--- src/dcss_pkg.sv ---
// constants shared by the drive command source selection block
`default_nettype none
package dcss_pkg;
  // ==========================================================
  // timing
  localparam int CLK_HZ = 25_000_000;
  localparam int DLY_UNIT_MS = 10;
  localparam int DLY_TICK_CYC = CLK_HZ / 1000 * DLY_UNIT_MS;
  localparam int DLY_W = 14;
  localparam logic [13:0] DLY_MAX = 14'h2710;
  localparam logic [13:0] DLY_RST = 14'h0064;
  // ==========================================================
  // terminals and roles
  localparam int N_TERM = 11;
  localparam int ROLE_W = 6;
  localparam logic [5:0] ROLE_MAX = 6'h33;
  localparam logic [5:0] ROLE_FWD = 6'h01;
  localparam logic [5:0] ROLE_REV = 6'h02;
  localparam logic [5:0] ROLE_RST = 6'h00;
  // ==========================================================
  // command source codes
  localparam logic [2:0] SRC_KEYPAD = 3'h0;
  localparam logic [2:0] SRC_FWD_REV = 3'h1;
  localparam logic [2:0] SRC_RUN_DIR = 3'h2;
  localparam logic [2:0] SRC_SERIAL = 3'h3;
  localparam logic [2:0] SRC_FBUS = 3'h4;
  localparam logic [2:0] SRC_PLC = 3'h5;
  localparam logic [2:0] SRC_RST = 3'h0;
  // ==========================================================
  // serial port settings
  localparam logic [7:0] STN_MIN = 8'h01;
  localparam logic [7:0] STN_MAX = 8'hFA;
  localparam logic [7:0] STN_RST = 8'h01;
  localparam logic [3:0] PROTO_RST = 4'h0;
  localparam logic [3:0] RATE_MAX = 4'h5;
  localparam logic [3:0] RATE_RST = 4'h3;
  localparam logic [3:0] FRAME_RST = 4'h0;
  localparam int SER_STN_LSB = 0;
  localparam int SER_PROTO_LSB = 8;
  localparam int SER_RATE_LSB = 12;
  localparam int SER_FRAME_LSB = 16;
  // ==========================================================
  // register map and status fields
  localparam logic [7:0] OFS_SRC = 8'h00;
  localparam logic [7:0] OFS_DLY = 8'h04;
  localparam logic [7:0] OFS_SER = 8'h08;
  localparam logic [7:0] OFS_STAT = 8'h0C;
  localparam logic [7:0] OFS_ROLE = 8'h10;
  localparam int STAT_FWD = 0;
  localparam int STAT_REV = 1;
  localparam int STAT_BUSY = 2;
  localparam int STAT_SRC_LSB = 4;
  localparam logic [1:0] RESP_OKAY = 2'h0;
  localparam logic [1:0] RESP_SLVERR = 2'h2;
endpackage
`default_nettype wire

--- src/dcss_delay.sv ---
// start delay timer for terminal run commands
`default_nettype none
module dcss_delay
  import dcss_pkg::*;
#(
  parameter int TICK_CYC = DLY_TICK_CYC
) (
  input wire logic clk_i, // core clock
  input wire logic rst_i, // synchronous reset
  input wire logic req_i, // terminal run request level
  input wire logic [DLY_W-1:0] units_i, // delay in 10 ms units
  output logic done_o // delay elapsed, holds while req_i
);
  localparam int PW = (TICK_CYC > 1) ? $clog2(TICK_CYC) : 1;
  logic [PW-1:0] pre_ff;
  logic [DLY_W-1:0] cnt_ff;

  // dropping the request restarts the delay from zero
  always_ff @(posedge clk_i) begin
    if (rst_i || !req_i) begin
      pre_ff <= '0;
      cnt_ff <= '0;
      done_o <= 1'b0;
    end else if (!done_o) begin
      if (cnt_ff >= units_i) begin
        done_o <= 1'b1;
      end else if (pre_ff == PW'(TICK_CYC - 1)) begin
        pre_ff <= '0;
        cnt_ff <= cnt_ff + 1'b1;
      end else begin
        pre_ff <= pre_ff + 1'b1;
      end
    end
  end
endmodule
`default_nettype wire

--- src/dcss_sync.sv ---
// two-stage synchroniser for pin inputs
`default_nettype none
module dcss_sync #(
  parameter int W = 1
) (
  input wire logic clk_i, // core clock
  input wire logic rst_i, // synchronous reset
  input wire logic [W-1:0] d_i, // asynchronous level
  output logic [W-1:0] q_o // synchronised level
);
  logic [W-1:0] meta_ff;

  always_ff @(posedge clk_i) begin
    if (rst_i) begin
      meta_ff <= '0;
      q_o <= '0;
    end else begin
      meta_ff <= d_i;
      q_o <= meta_ff;
    end
  end
endmodule
`default_nettype wire

--- src/dcss_top.sv ---
// command source selection with AXI4-Lite configuration registers
//
// Added by the designer: register access over AXI4-Lite and the address map.
`default_nettype none
module dcss_top
  import dcss_pkg::*;
#(
  parameter int AW = 8,
  parameter int TICK_CYC = DLY_TICK_CYC
) (
  input wire logic CORE_CLK_I, // 25 MHz core clock
  input wire logic SYS_RST_I, // synchronous reset, high
  input wire logic [AW-1:0] AWADDR_I, // write address
  input wire logic AWVALID_I, // write address valid
  output logic AWREADY_O, // write address ready
  input wire logic [31:0] WDATA_I, // write data
  input wire logic [3:0] WSTRB_I, // write byte enables
  input wire logic WVALID_I, // write data valid
  output logic WREADY_O, // write data ready
  output logic [1:0] BRESP_O, // write response
  output logic BVALID_O, // write response valid
  input wire logic BREADY_I, // write response ready
  input wire logic [AW-1:0] ARADDR_I, // read address
  input wire logic ARVALID_I, // read address valid
  output logic ARREADY_O, // read address ready
  output logic [31:0] RDATA_O, // read data
  output logic [1:0] RRESP_O, // read response
  output logic RVALID_O, // read data valid
  input wire logic RREADY_I, // read data ready
  input wire logic KEY_FWD_I, // panel forward key pin
  input wire logic KEY_REV_I, // panel reverse key pin
  input wire logic KEY_STOP_I, // panel stop/reset key pin
  input wire logic [N_TERM-1:0] MULTI_FUNCTION_INPUT_I, // terminal pins
  input wire logic SER_RUN_I, // serial engine run request
  input wire logic SER_REV_I, // serial engine reverse request
  input wire logic FBUS_RUN_I, // field bus run request
  input wire logic FBUS_REV_I, // field bus reverse request
  input wire logic PLC_RUN_I, // built-in controller run request
  input wire logic PLC_REV_I, // built-in controller reverse request
  output logic RUN_FWD_O, // run forward request
  output logic RUN_REV_O, // run reverse request
  output logic DLY_BUSY_O, // start delay in progress
  output logic [7:0] SERIAL_STATION_NUMBER_O, // station address
  output logic [3:0] SERIAL_PROTOCOL_SELECT_O, // protocol code
  output logic [3:0] SERIAL_BIT_RATE_O, // bit rate code
  output logic [3:0] SERIAL_FRAME_FORMAT_O // frame format code
);
  // ==========================================================
  // helpers
  function automatic logic [31:0] merge(input logic [31:0] old_v,
                                        input logic [31:0] new_v,
                                        input logic [3:0] strb);
    logic [31:0] r;
    r = old_v;
    for (int b = 0; b < 4; b++) begin
      if (strb[b]) begin
        r[b*8 +: 8] = new_v[b*8 +: 8];
      end
    end
    return r;
  endfunction

  // any synchronised terminal carrying the role code counts
  function automatic logic role_hit(input logic [N_TERM-1:0][ROLE_W-1:0] roles,
                                    input logic [N_TERM-1:0] pins,
                                    input logic [ROLE_W-1:0] code);
    logic h;
    h = 1'b0;
    for (int i = 0; i < N_TERM; i++) begin
      if (pins[i] && roles[i] == code) begin
        h = 1'b1;
      end
    end
    return h;
  endfunction

  // ==========================================================
  // registers and internal state
  logic [2:0] command_source_select_ff;
  logic [DLY_W-1:0] run_delay_ff;
  logic [N_TERM-1:0][ROLE_W-1:0] terminal_role_assign_ff;
  logic [AW-1:0] wr_addr_ff;
  logic [31:0] wr_data_ff;
  logic [3:0] wr_strb_ff;
  logic [2:0] key_s;
  logic [2:0] key_prev_ff;
  logic [N_TERM-1:0] term_s;
  logic kp_fwd_ff;
  logic kp_rev_ff;
  logic do_wr;
  logic wr_hit;
  logic rd_hit;
  logic [31:0] rd_val;
  logic [31:0] wv;
  logic fwd_in;
  logic rev_in;
  logic term_req;
  logic dly_done;
  logic nxt_fwd;
  logic nxt_rev;

  // ==========================================================
  // pin synchronisers and start delay
  dcss_sync #(.W(3 + N_TERM)) u_sync (
    .clk_i(CORE_CLK_I),
    .rst_i(SYS_RST_I),
    .d_i({KEY_STOP_I, KEY_REV_I, KEY_FWD_I, MULTI_FUNCTION_INPUT_I}),
    .q_o({key_s, term_s})
  );

  dcss_delay #(.TICK_CYC(TICK_CYC)) u_delay (
    .clk_i(CORE_CLK_I),
    .rst_i(SYS_RST_I),
    .req_i(term_req),
    .units_i(run_delay_ff),
    .done_o(dly_done)
  );

  // ==========================================================
  // AXI4-Lite write channel
  // address and data are taken in either order; the write lands once both are held
  assign do_wr = !AWREADY_O && !WREADY_O && !BVALID_O;
  assign wv = merge(32'h0000_0000, wr_data_ff, 4'hF);

  always_ff @(posedge CORE_CLK_I) begin
    if (SYS_RST_I) begin
      AWREADY_O <= 1'b1;
      WREADY_O <= 1'b1;
      BVALID_O <= 1'b0;
      BRESP_O <= RESP_OKAY;
      wr_addr_ff <= '0;
      wr_data_ff <= 32'h0000_0000;
      wr_strb_ff <= 4'h0;
    end else begin
      if (AWREADY_O && AWVALID_I) begin
        AWREADY_O <= 1'b0;
        wr_addr_ff <= AWADDR_I;
      end
      if (WREADY_O && WVALID_I) begin
        WREADY_O <= 1'b0;
        wr_data_ff <= WDATA_I;
        wr_strb_ff <= WSTRB_I;
      end
      if (do_wr) begin
        BVALID_O <= 1'b1;
        BRESP_O <= wr_hit ? RESP_OKAY : RESP_SLVERR;
      end else if (BVALID_O && BREADY_I) begin
        BVALID_O <= 1'b0;
        AWREADY_O <= 1'b1;
        WREADY_O <= 1'b1;
      end
    end
  end

  always_comb begin
    wr_hit = (wr_addr_ff == AW'(OFS_SRC)) || (wr_addr_ff == AW'(OFS_DLY)) ||
             (wr_addr_ff == AW'(OFS_SER)) || (wr_addr_ff == AW'(OFS_STAT));
    for (int i = 0; i < N_TERM; i++) begin
      if (wr_addr_ff == AW'(OFS_ROLE + 4 * i)) begin
        wr_hit = 1'b1;
      end
    end
  end

  // ==========================================================
  // configuration registers; out-of-range values are refused and the old value kept
  always_ff @(posedge CORE_CLK_I) begin
    logic [31:0] m;
    m = merge({29'h0, command_source_select_ff}, wv, wr_strb_ff);
    if (SYS_RST_I) begin
      command_source_select_ff <= SRC_RST;
    end else if (do_wr && wr_addr_ff == AW'(OFS_SRC) && m <= 32'(SRC_PLC)) begin
      command_source_select_ff <= m[2:0];
    end
  end

  always_ff @(posedge CORE_CLK_I) begin
    logic [31:0] m;
    m = merge({18'h0, run_delay_ff}, wv, wr_strb_ff);
    if (SYS_RST_I) begin
      run_delay_ff <= DLY_RST;
    end else if (do_wr && wr_addr_ff == AW'(OFS_DLY) && m <= 32'(DLY_MAX)) begin
      run_delay_ff <= m[DLY_W-1:0];
    end
  end

  always_ff @(posedge CORE_CLK_I) begin
    logic [31:0] m;
    m = merge({12'h0, SERIAL_FRAME_FORMAT_O, SERIAL_BIT_RATE_O,
               SERIAL_PROTOCOL_SELECT_O, SERIAL_STATION_NUMBER_O}, wv, wr_strb_ff);
    if (SYS_RST_I) begin
      SERIAL_STATION_NUMBER_O <= STN_RST;
      SERIAL_PROTOCOL_SELECT_O <= PROTO_RST;
      SERIAL_BIT_RATE_O <= RATE_RST;
      SERIAL_FRAME_FORMAT_O <= FRAME_RST;
    end else if (do_wr && wr_addr_ff == AW'(OFS_SER)) begin
      if (m[SER_STN_LSB +: 8] >= STN_MIN && m[SER_STN_LSB +: 8] <= STN_MAX) begin
        SERIAL_STATION_NUMBER_O <= m[SER_STN_LSB +: 8];
      end
      if (m[SER_RATE_LSB +: 4] <= RATE_MAX) begin
        SERIAL_BIT_RATE_O <= m[SER_RATE_LSB +: 4];
      end
      SERIAL_PROTOCOL_SELECT_O <= m[SER_PROTO_LSB +: 4];
      SERIAL_FRAME_FORMAT_O <= m[SER_FRAME_LSB +: 4];
    end
  end

  always_ff @(posedge CORE_CLK_I) begin
    logic [31:0] m;
    m = 32'h0000_0000;
    for (int i = 0; i < N_TERM; i++) begin
      m = merge({26'h0, terminal_role_assign_ff[i]}, wv, wr_strb_ff);
      if (SYS_RST_I) begin
        terminal_role_assign_ff[i] <= ROLE_RST;
      end else if (do_wr && wr_addr_ff == AW'(OFS_ROLE + 4 * i) &&
                   m <= 32'(ROLE_MAX)) begin
        terminal_role_assign_ff[i] <= m[ROLE_W-1:0];
      end
    end
  end

  // ==========================================================
  // AXI4-Lite read channel
  always_comb begin
    rd_hit = 1'b1;
    rd_val = 32'h0000_0000;
    if (ARADDR_I == AW'(OFS_SRC)) begin
      rd_val[2:0] = command_source_select_ff;
    end else if (ARADDR_I == AW'(OFS_DLY)) begin
      rd_val[DLY_W-1:0] = run_delay_ff;
    end else if (ARADDR_I == AW'(OFS_SER)) begin
      rd_val[SER_STN_LSB +: 8] = SERIAL_STATION_NUMBER_O;
      rd_val[SER_PROTO_LSB +: 4] = SERIAL_PROTOCOL_SELECT_O;
      rd_val[SER_RATE_LSB +: 4] = SERIAL_BIT_RATE_O;
      rd_val[SER_FRAME_LSB +: 4] = SERIAL_FRAME_FORMAT_O;
    end else if (ARADDR_I == AW'(OFS_STAT)) begin
      rd_val[STAT_FWD] = RUN_FWD_O;
      rd_val[STAT_REV] = RUN_REV_O;
      rd_val[STAT_BUSY] = DLY_BUSY_O;
      rd_val[STAT_SRC_LSB +: 3] = command_source_select_ff;
    end else begin
      rd_hit = 1'b0;
      for (int i = 0; i < N_TERM; i++) begin
        if (ARADDR_I == AW'(OFS_ROLE + 4 * i)) begin
          rd_hit = 1'b1;
          rd_val[ROLE_W-1:0] = terminal_role_assign_ff[i];
        end
      end
    end
  end

  always_ff @(posedge CORE_CLK_I) begin
    if (SYS_RST_I) begin
      ARREADY_O <= 1'b1;
      RVALID_O <= 1'b0;
      RDATA_O <= 32'h0000_0000;
      RRESP_O <= RESP_OKAY;
    end else if (ARREADY_O && ARVALID_I) begin
      ARREADY_O <= 1'b0;
      RVALID_O <= 1'b1;
      RDATA_O <= rd_val;
      RRESP_O <= rd_hit ? RESP_OKAY : RESP_SLVERR;
    end else if (RVALID_O && RREADY_I) begin
      ARREADY_O <= 1'b1;
      RVALID_O <= 1'b0;
    end
  end

  // ==========================================================
  // keypad: keys act on their press edge, stop is a level and wins
  always_ff @(posedge CORE_CLK_I) begin
    if (SYS_RST_I) begin
      key_prev_ff <= 3'h0;
    end else begin
      key_prev_ff <= key_s;
    end
  end

  always_ff @(posedge CORE_CLK_I) begin
    if (SYS_RST_I || command_source_select_ff != SRC_KEYPAD) begin
      kp_fwd_ff <= 1'b0;
      kp_rev_ff <= 1'b0;
    end else if (key_s[2]) begin
      kp_fwd_ff <= 1'b0;
      kp_rev_ff <= 1'b0;
    end else if (key_s[0] && !key_prev_ff[0]) begin
      kp_fwd_ff <= 1'b1;
      kp_rev_ff <= 1'b0;
    end else if (key_s[1] && !key_prev_ff[1]) begin
      kp_fwd_ff <= 1'b0;
      kp_rev_ff <= 1'b1;
    end
  end

  // ==========================================================
  // terminal decode and source selection
  assign fwd_in = role_hit(terminal_role_assign_ff, term_s, ROLE_FWD);
  assign rev_in = role_hit(terminal_role_assign_ff, term_s, ROLE_REV);

  // the delay restarts when the terminals fall back to stop or a non-terminal source is selected
  always_comb begin
    term_req = 1'b0;
    if (command_source_select_ff == SRC_FWD_REV) begin
      term_req = fwd_in ^ rev_in;
    end else if (command_source_select_ff == SRC_RUN_DIR) begin
      term_req = fwd_in;
    end
  end

  always_comb begin
    nxt_fwd = 1'b0;
    nxt_rev = 1'b0;
    case (command_source_select_ff)
      SRC_KEYPAD: begin
        nxt_fwd = kp_fwd_ff;
        nxt_rev = kp_rev_ff;
      end
      SRC_FWD_REV: begin
        nxt_fwd = dly_done && fwd_in && !rev_in;
        nxt_rev = dly_done && rev_in && !fwd_in;
      end
      SRC_RUN_DIR: begin
        nxt_fwd = dly_done && fwd_in && !rev_in;
        nxt_rev = dly_done && fwd_in && rev_in;
      end
      SRC_SERIAL: begin
        nxt_fwd = SER_RUN_I && !SER_REV_I;
        nxt_rev = SER_RUN_I && SER_REV_I;
      end
      SRC_FBUS: begin
        nxt_fwd = FBUS_RUN_I && !FBUS_REV_I;
        nxt_rev = FBUS_RUN_I && FBUS_REV_I;
      end
      SRC_PLC: begin
        nxt_fwd = PLC_RUN_I && !PLC_REV_I;
        nxt_rev = PLC_RUN_I && PLC_REV_I;
      end
      default: begin
        nxt_fwd = 1'b0;
        nxt_rev = 1'b0;
      end
    endcase
  end

  always_ff @(posedge CORE_CLK_I) begin
    if (SYS_RST_I) begin
      RUN_FWD_O <= 1'b0;
      RUN_REV_O <= 1'b0;
      DLY_BUSY_O <= 1'b0;
    end else begin
      RUN_FWD_O <= nxt_fwd;
      RUN_REV_O <= nxt_rev;
      DLY_BUSY_O <= term_req && !dly_done;
    end
  end
endmodule
`default_nettype wire
--- config.mk ---
export PLATFORM = sky130hd
export DESIGN_NAME = dcss_top
export DESIGN_NICKNAME = d
export VERILOG_FILES = /design/src/dcss_pkg.sv /design/src/dcss_delay.sv /design/src/dcss_sync.sv /design/src/dcss_top.sv
export SDC_FILE = /design/constraint.sdc
export NUM_CORES = 1
export LEC_CHECK = 0
export BUFFER_PORTS_ARGS = -buffer_cell sky130_fd_sc_hd__buf_2
export CORE_MARGIN = 3
export CORE_UTILIZATION = 55
export CTS_CLUSTER_SIZE = 20
export DETAILED_ROUTE_END_ITERATION = 8
export PLACE_DENSITY = 0.79
export SETUP_SLACK_MARGIN = 0.2
export SLEW_MARGIN = 10
export SYNTH_ARGS = -nofsm -noshare
export SYNTH_HDL_FRONTEND = slang
export SYNTH_SLANG_ARGS = --single-unit
--- constraint.sdc ---
create_clock -name CORE_CLK_I -period 4.6 [get_ports CORE_CLK_I]
set_input_delay 0.23 -clock CORE_CLK_I [delete_from_list [all_inputs] [get_ports CORE_CLK_I]]
set_output_delay 0.23 -clock CORE_CLK_I [all_outputs]
set_load 0.01 [all_outputs]
==> key figures <==
Floorplanning
  – Core Region: 19,600 um2
  – Die area: 21,800 um2
  – Rows: 51
  – Chip Height: 148 um
  – Die X: 148 um
  – Starting density of the core: 56.3%
  – Top Ports: 143

Layout
  – Layout cells sized above 1: 14.0%
  – Final net count: 1,515
  – Number of diodes: 0
  – Commonest non-fill, non-tap cells in the layout: dfxtp_1, nor2_1, nand2_1
  – Commonest non-fill, non-tap cell in the layout: dfxtp_1
  – Synth-to-Final Area Change: 18.7%

Yosys
  – Sequential area share after synthesis: 43.9%
  – #FFs+latches synth: 242
  – Mean post-synth cell area: 8.62 um2
  – Post-Syn Area: 11,000 um2
  – Async set or reset register ratio after synthesis: 0%
  – Post-synth EDFFs: 0
  – Main synth FF type: dfxtp_1
  – Ys Warns: 0
  – Yosys cell types: 75
  – Cells after Synth: 1,279

STA
  – Hold Slack: 0.0162 ns
  – Final Critical Period: 2.92 ns
  – Hold Fails Final Rpt: 0
  – Fin. max-slew vios: 0
  – Sum Neg Setup Slack: 0 ns
  – Peak Freq: 0.342 GHz
  – Slew HR: 21.5%
  – Skew final: 0.0206 ns
  – Tightest Pin Transition: 1.17 ns
  – Number of setup violations in the final report: 0
  – Final period util: 63.5%
  – RSZ-0062 raised after global routing: false

CTS
  – CTS tree: built
  – # Post-CTS Setup Buffers: 0
  – CTS buffer count: 25
  – Clock Pin Slew Worst Setup and Hold Paths: 0.06 ns
  – # resized after CTS: 0
  – Hold_buf cts: 62
  – Latest clock arrival within the worst-skew pair: 0.54 ns
  – CTS root buffer: clkbuf_16
  – Max Root-Sink Buffers: 3
  – CTS Sinks: 242
  – H-tree levels: 1

Setup path
  – Reg-to-reg endpoint: u_delay.pre_ff[7]
  – Largest incremental delay on the critical path: 0.71 ns
  – CP required: 5.04 ns
  – CP endpoint kind: flop
  – Critical Path, Cell by Cell: inv_1 -> ha_1 -> a2111oi_0 -> o21a_1 -> o2111ai_1 -> and2_2 -> or4b_2 -> xor2_1 -> nor3_1
  – Kind of start point of the critical path: flop
  – Setup CP Type: flop to flop
  – Critical path arrival: 3.36 ns
  – R2R Path Start: run_delay_ff[13]
  – Worst Reg-to-Reg Cells: 9
  – Reg2Reg Setup Slack: 1.68 ns
  – Maximum fanout along the worst path: 22
  – Slowest-stage cell, CP: or4b_2

Routing
  – DR vias: 9,942
  – WL final: 29.6 mm
  – Mean routed wirelength per cell: 17.4 um
  – DRT iter0 DRCs: 958
  – Drt drc: 0
  – Post-DRT Antenna Nets: 0
  – TritonRoute pass-1 iters: 5
  – Mean number of vias per cell: 5.84

Flow run
  – Maxcap violations: 0

Pwr
  – Pwr/cell area: 339 nW/um2
  – Leakage power: 5.32 nW
  – Peak VDD IR: 0.272 mV

Placement
  – IO buf count: 128
  – DPL Wire Length: 19.3 mm
  – Routability cong.: 0.883

Worst hold path
  – Hold depth: 2
  – Hold Path Class: input port to flop
  – Worst hold path startpoint: AWVALID_I
  – Hold EP: AWREADY_O

Run status
  – Status: finished clean

GRT
  – Largest net degree at the start of global routing: 109
  – Wire length of the first global-routing pass: 48.5 mm
  – GR Overflow Total: 0
  – Vias in the first global route: 9,506
  – GRT Util Overall: 26.5%
  – Initial antenna violation count: 0
==> where the power goes <==
group	internal [W]	switching (W)	total (W)
Combinational	0.000122	0.000160	0.000282
Clock	0.00113	0.000830	0.00196
Sequential	0.00214	0.0000547	0.00219
==> area by class of cell <==
type	count	area [um2]
well taps	265	332
clock inverters	6	72.6
multi-input cells	922	5680
inverters	32	120
clock buffers	38	714
repair buffers	197	1320
fillers	1578	6510
flip-flops and latches	242	4840
==> critical path, delay by kind of cell, from the launching register on <==
kind / cells / cell delay (ns)
AOI/OAI and AO/OA: 3 / 0.77
xor gates and xnor gates: 1 / 0.16
adders and majority gates: 1 / 0.30
buffers and inverters: 1 / 0.07
DFF: 1 / 0.35
and+or+nand+nor: 3 / 1.18
==> synthesized netlist by cell type (all sizes together), types with 4 or more instances <==
master	number	share of area, %
a211o	11	0.87
a222oi	7	0.64
o31ai	4	0.27
xnor2	13	1.0
or3	5	0.28
nand4b	24	1.9
o21ai	34	1.5
inv	32	1.1
nor3	39	1.8
a2111oi	4	0.37
ha	16	1.8
o22ai	10	0.57
or4	10	0.76
clkbuf	71	2.5
mux4	5	1.0
nor2b	52	3.0
nand2	145	4.9
mux2i	81	7.4
o211ai	4	0.27
a21oi	88	4.0
nand4	17	0.96
and3	8	0.48
o2111ai	5	0.40
xor2	15	1.2
mux2	10	1.0
dfxtp	242	44
and3b	4	0.32
nor3b	5	0.34
nor2	154	5.3
nand3	35	1.6
a31oi	5	0.28
buf	25	1.4
and2	5	0.30
nor4	23	1.4
nand2b	16	0.91
a22oi	12	0.82
nand3b	4	0.27
==> per-layer routing <==
metal,vias to the layer above,track usage [%],wire length (um)
met5,-,0,0
met4,0,8.62,1000
met3,78,4.35,2320
met2,462,41.7,13200
met1,4653,37.5,13100
li1,4749,-,-
==> registers in the layout, indices dropped and copies added, names as in the netlist, 2 cells and up <==
register,count
RDATA_O,20
SERIAL_BIT_RATE_O,4
SERIAL_FRAME_FORMAT_O,4
SERIAL_PROTOCOL_SELECT_O,4
SERIAL_STATION_NUMBER_O,8
command_source_select_ff,3
key_prev_ff,2
run_delay_ff,14
terminal_role_assign_ff,66
u_delay.cnt_ff,14
u_delay.pre_ff,18
u_sync.meta_ff,14
u_sync.q_o,14
wr_addr_ff,8
wr_data_ff,32
wr_strb_ff,4
==> cells by family after synthesis <==
| logic type | synth area share [%] |
|---|---|
| and+or+nand+nor | 25.4 |
| adders and majority gates | 1.82 |
| xor gates and xnor gates | 2.22 |
| buffers and inverters | 4.99 |
| muxes | 9.40 |
| AOI/OAI and AO/OA | 12.2 |
| DFF | 43.9 |
| other | 0.0340 |
==> through the flow <==
stage / setup slack [ns] / instances / utilization, % / power (W) / instance area [um2]
3_3_place_gp: 1.79 / 1596 / 59.6 / 0.00246 / 11700
6_report: 1.68 / 1702 / 66.8 / 0.00444 / 13100
5_1_grt: 1.41 / 1702 / 66.8 / 0.00459 / 13100
3_5_place_dp: 1.73 / 1596 / 59.6 / 0.00247 / 11700
2_1_floorplan: 2.05 / 1292 / - / 0.00238 / 11100
4_1_cts: 1.68 / 1702 / 66.8 / 0.00444 / 13100
==> worst max-delay path by stage <==
stage / slack, ns / from / endpoint / cells after the start
floorplan: 2.05 / run_delay_ff[13] / u_delay.pre_ff[7] / 9
global placement: 1.79 / run_delay_ff[13] / u_delay.pre_ff[7] / 9
detailed placement: 1.73 / run_delay_ff[13] / u_delay.pre_ff[7] / 9
CTS: 1.68 / run_delay_ff[13] / u_delay.pre_ff[7] / 9
global route: 1.41 / run_delay_ff[13] / u_delay.pre_ff[7] / 9
finish: 1.68 / run_delay_ff[13] / u_delay.pre_ff[7] / 9
Note: power is estimated with default switching activity, not from simulation.
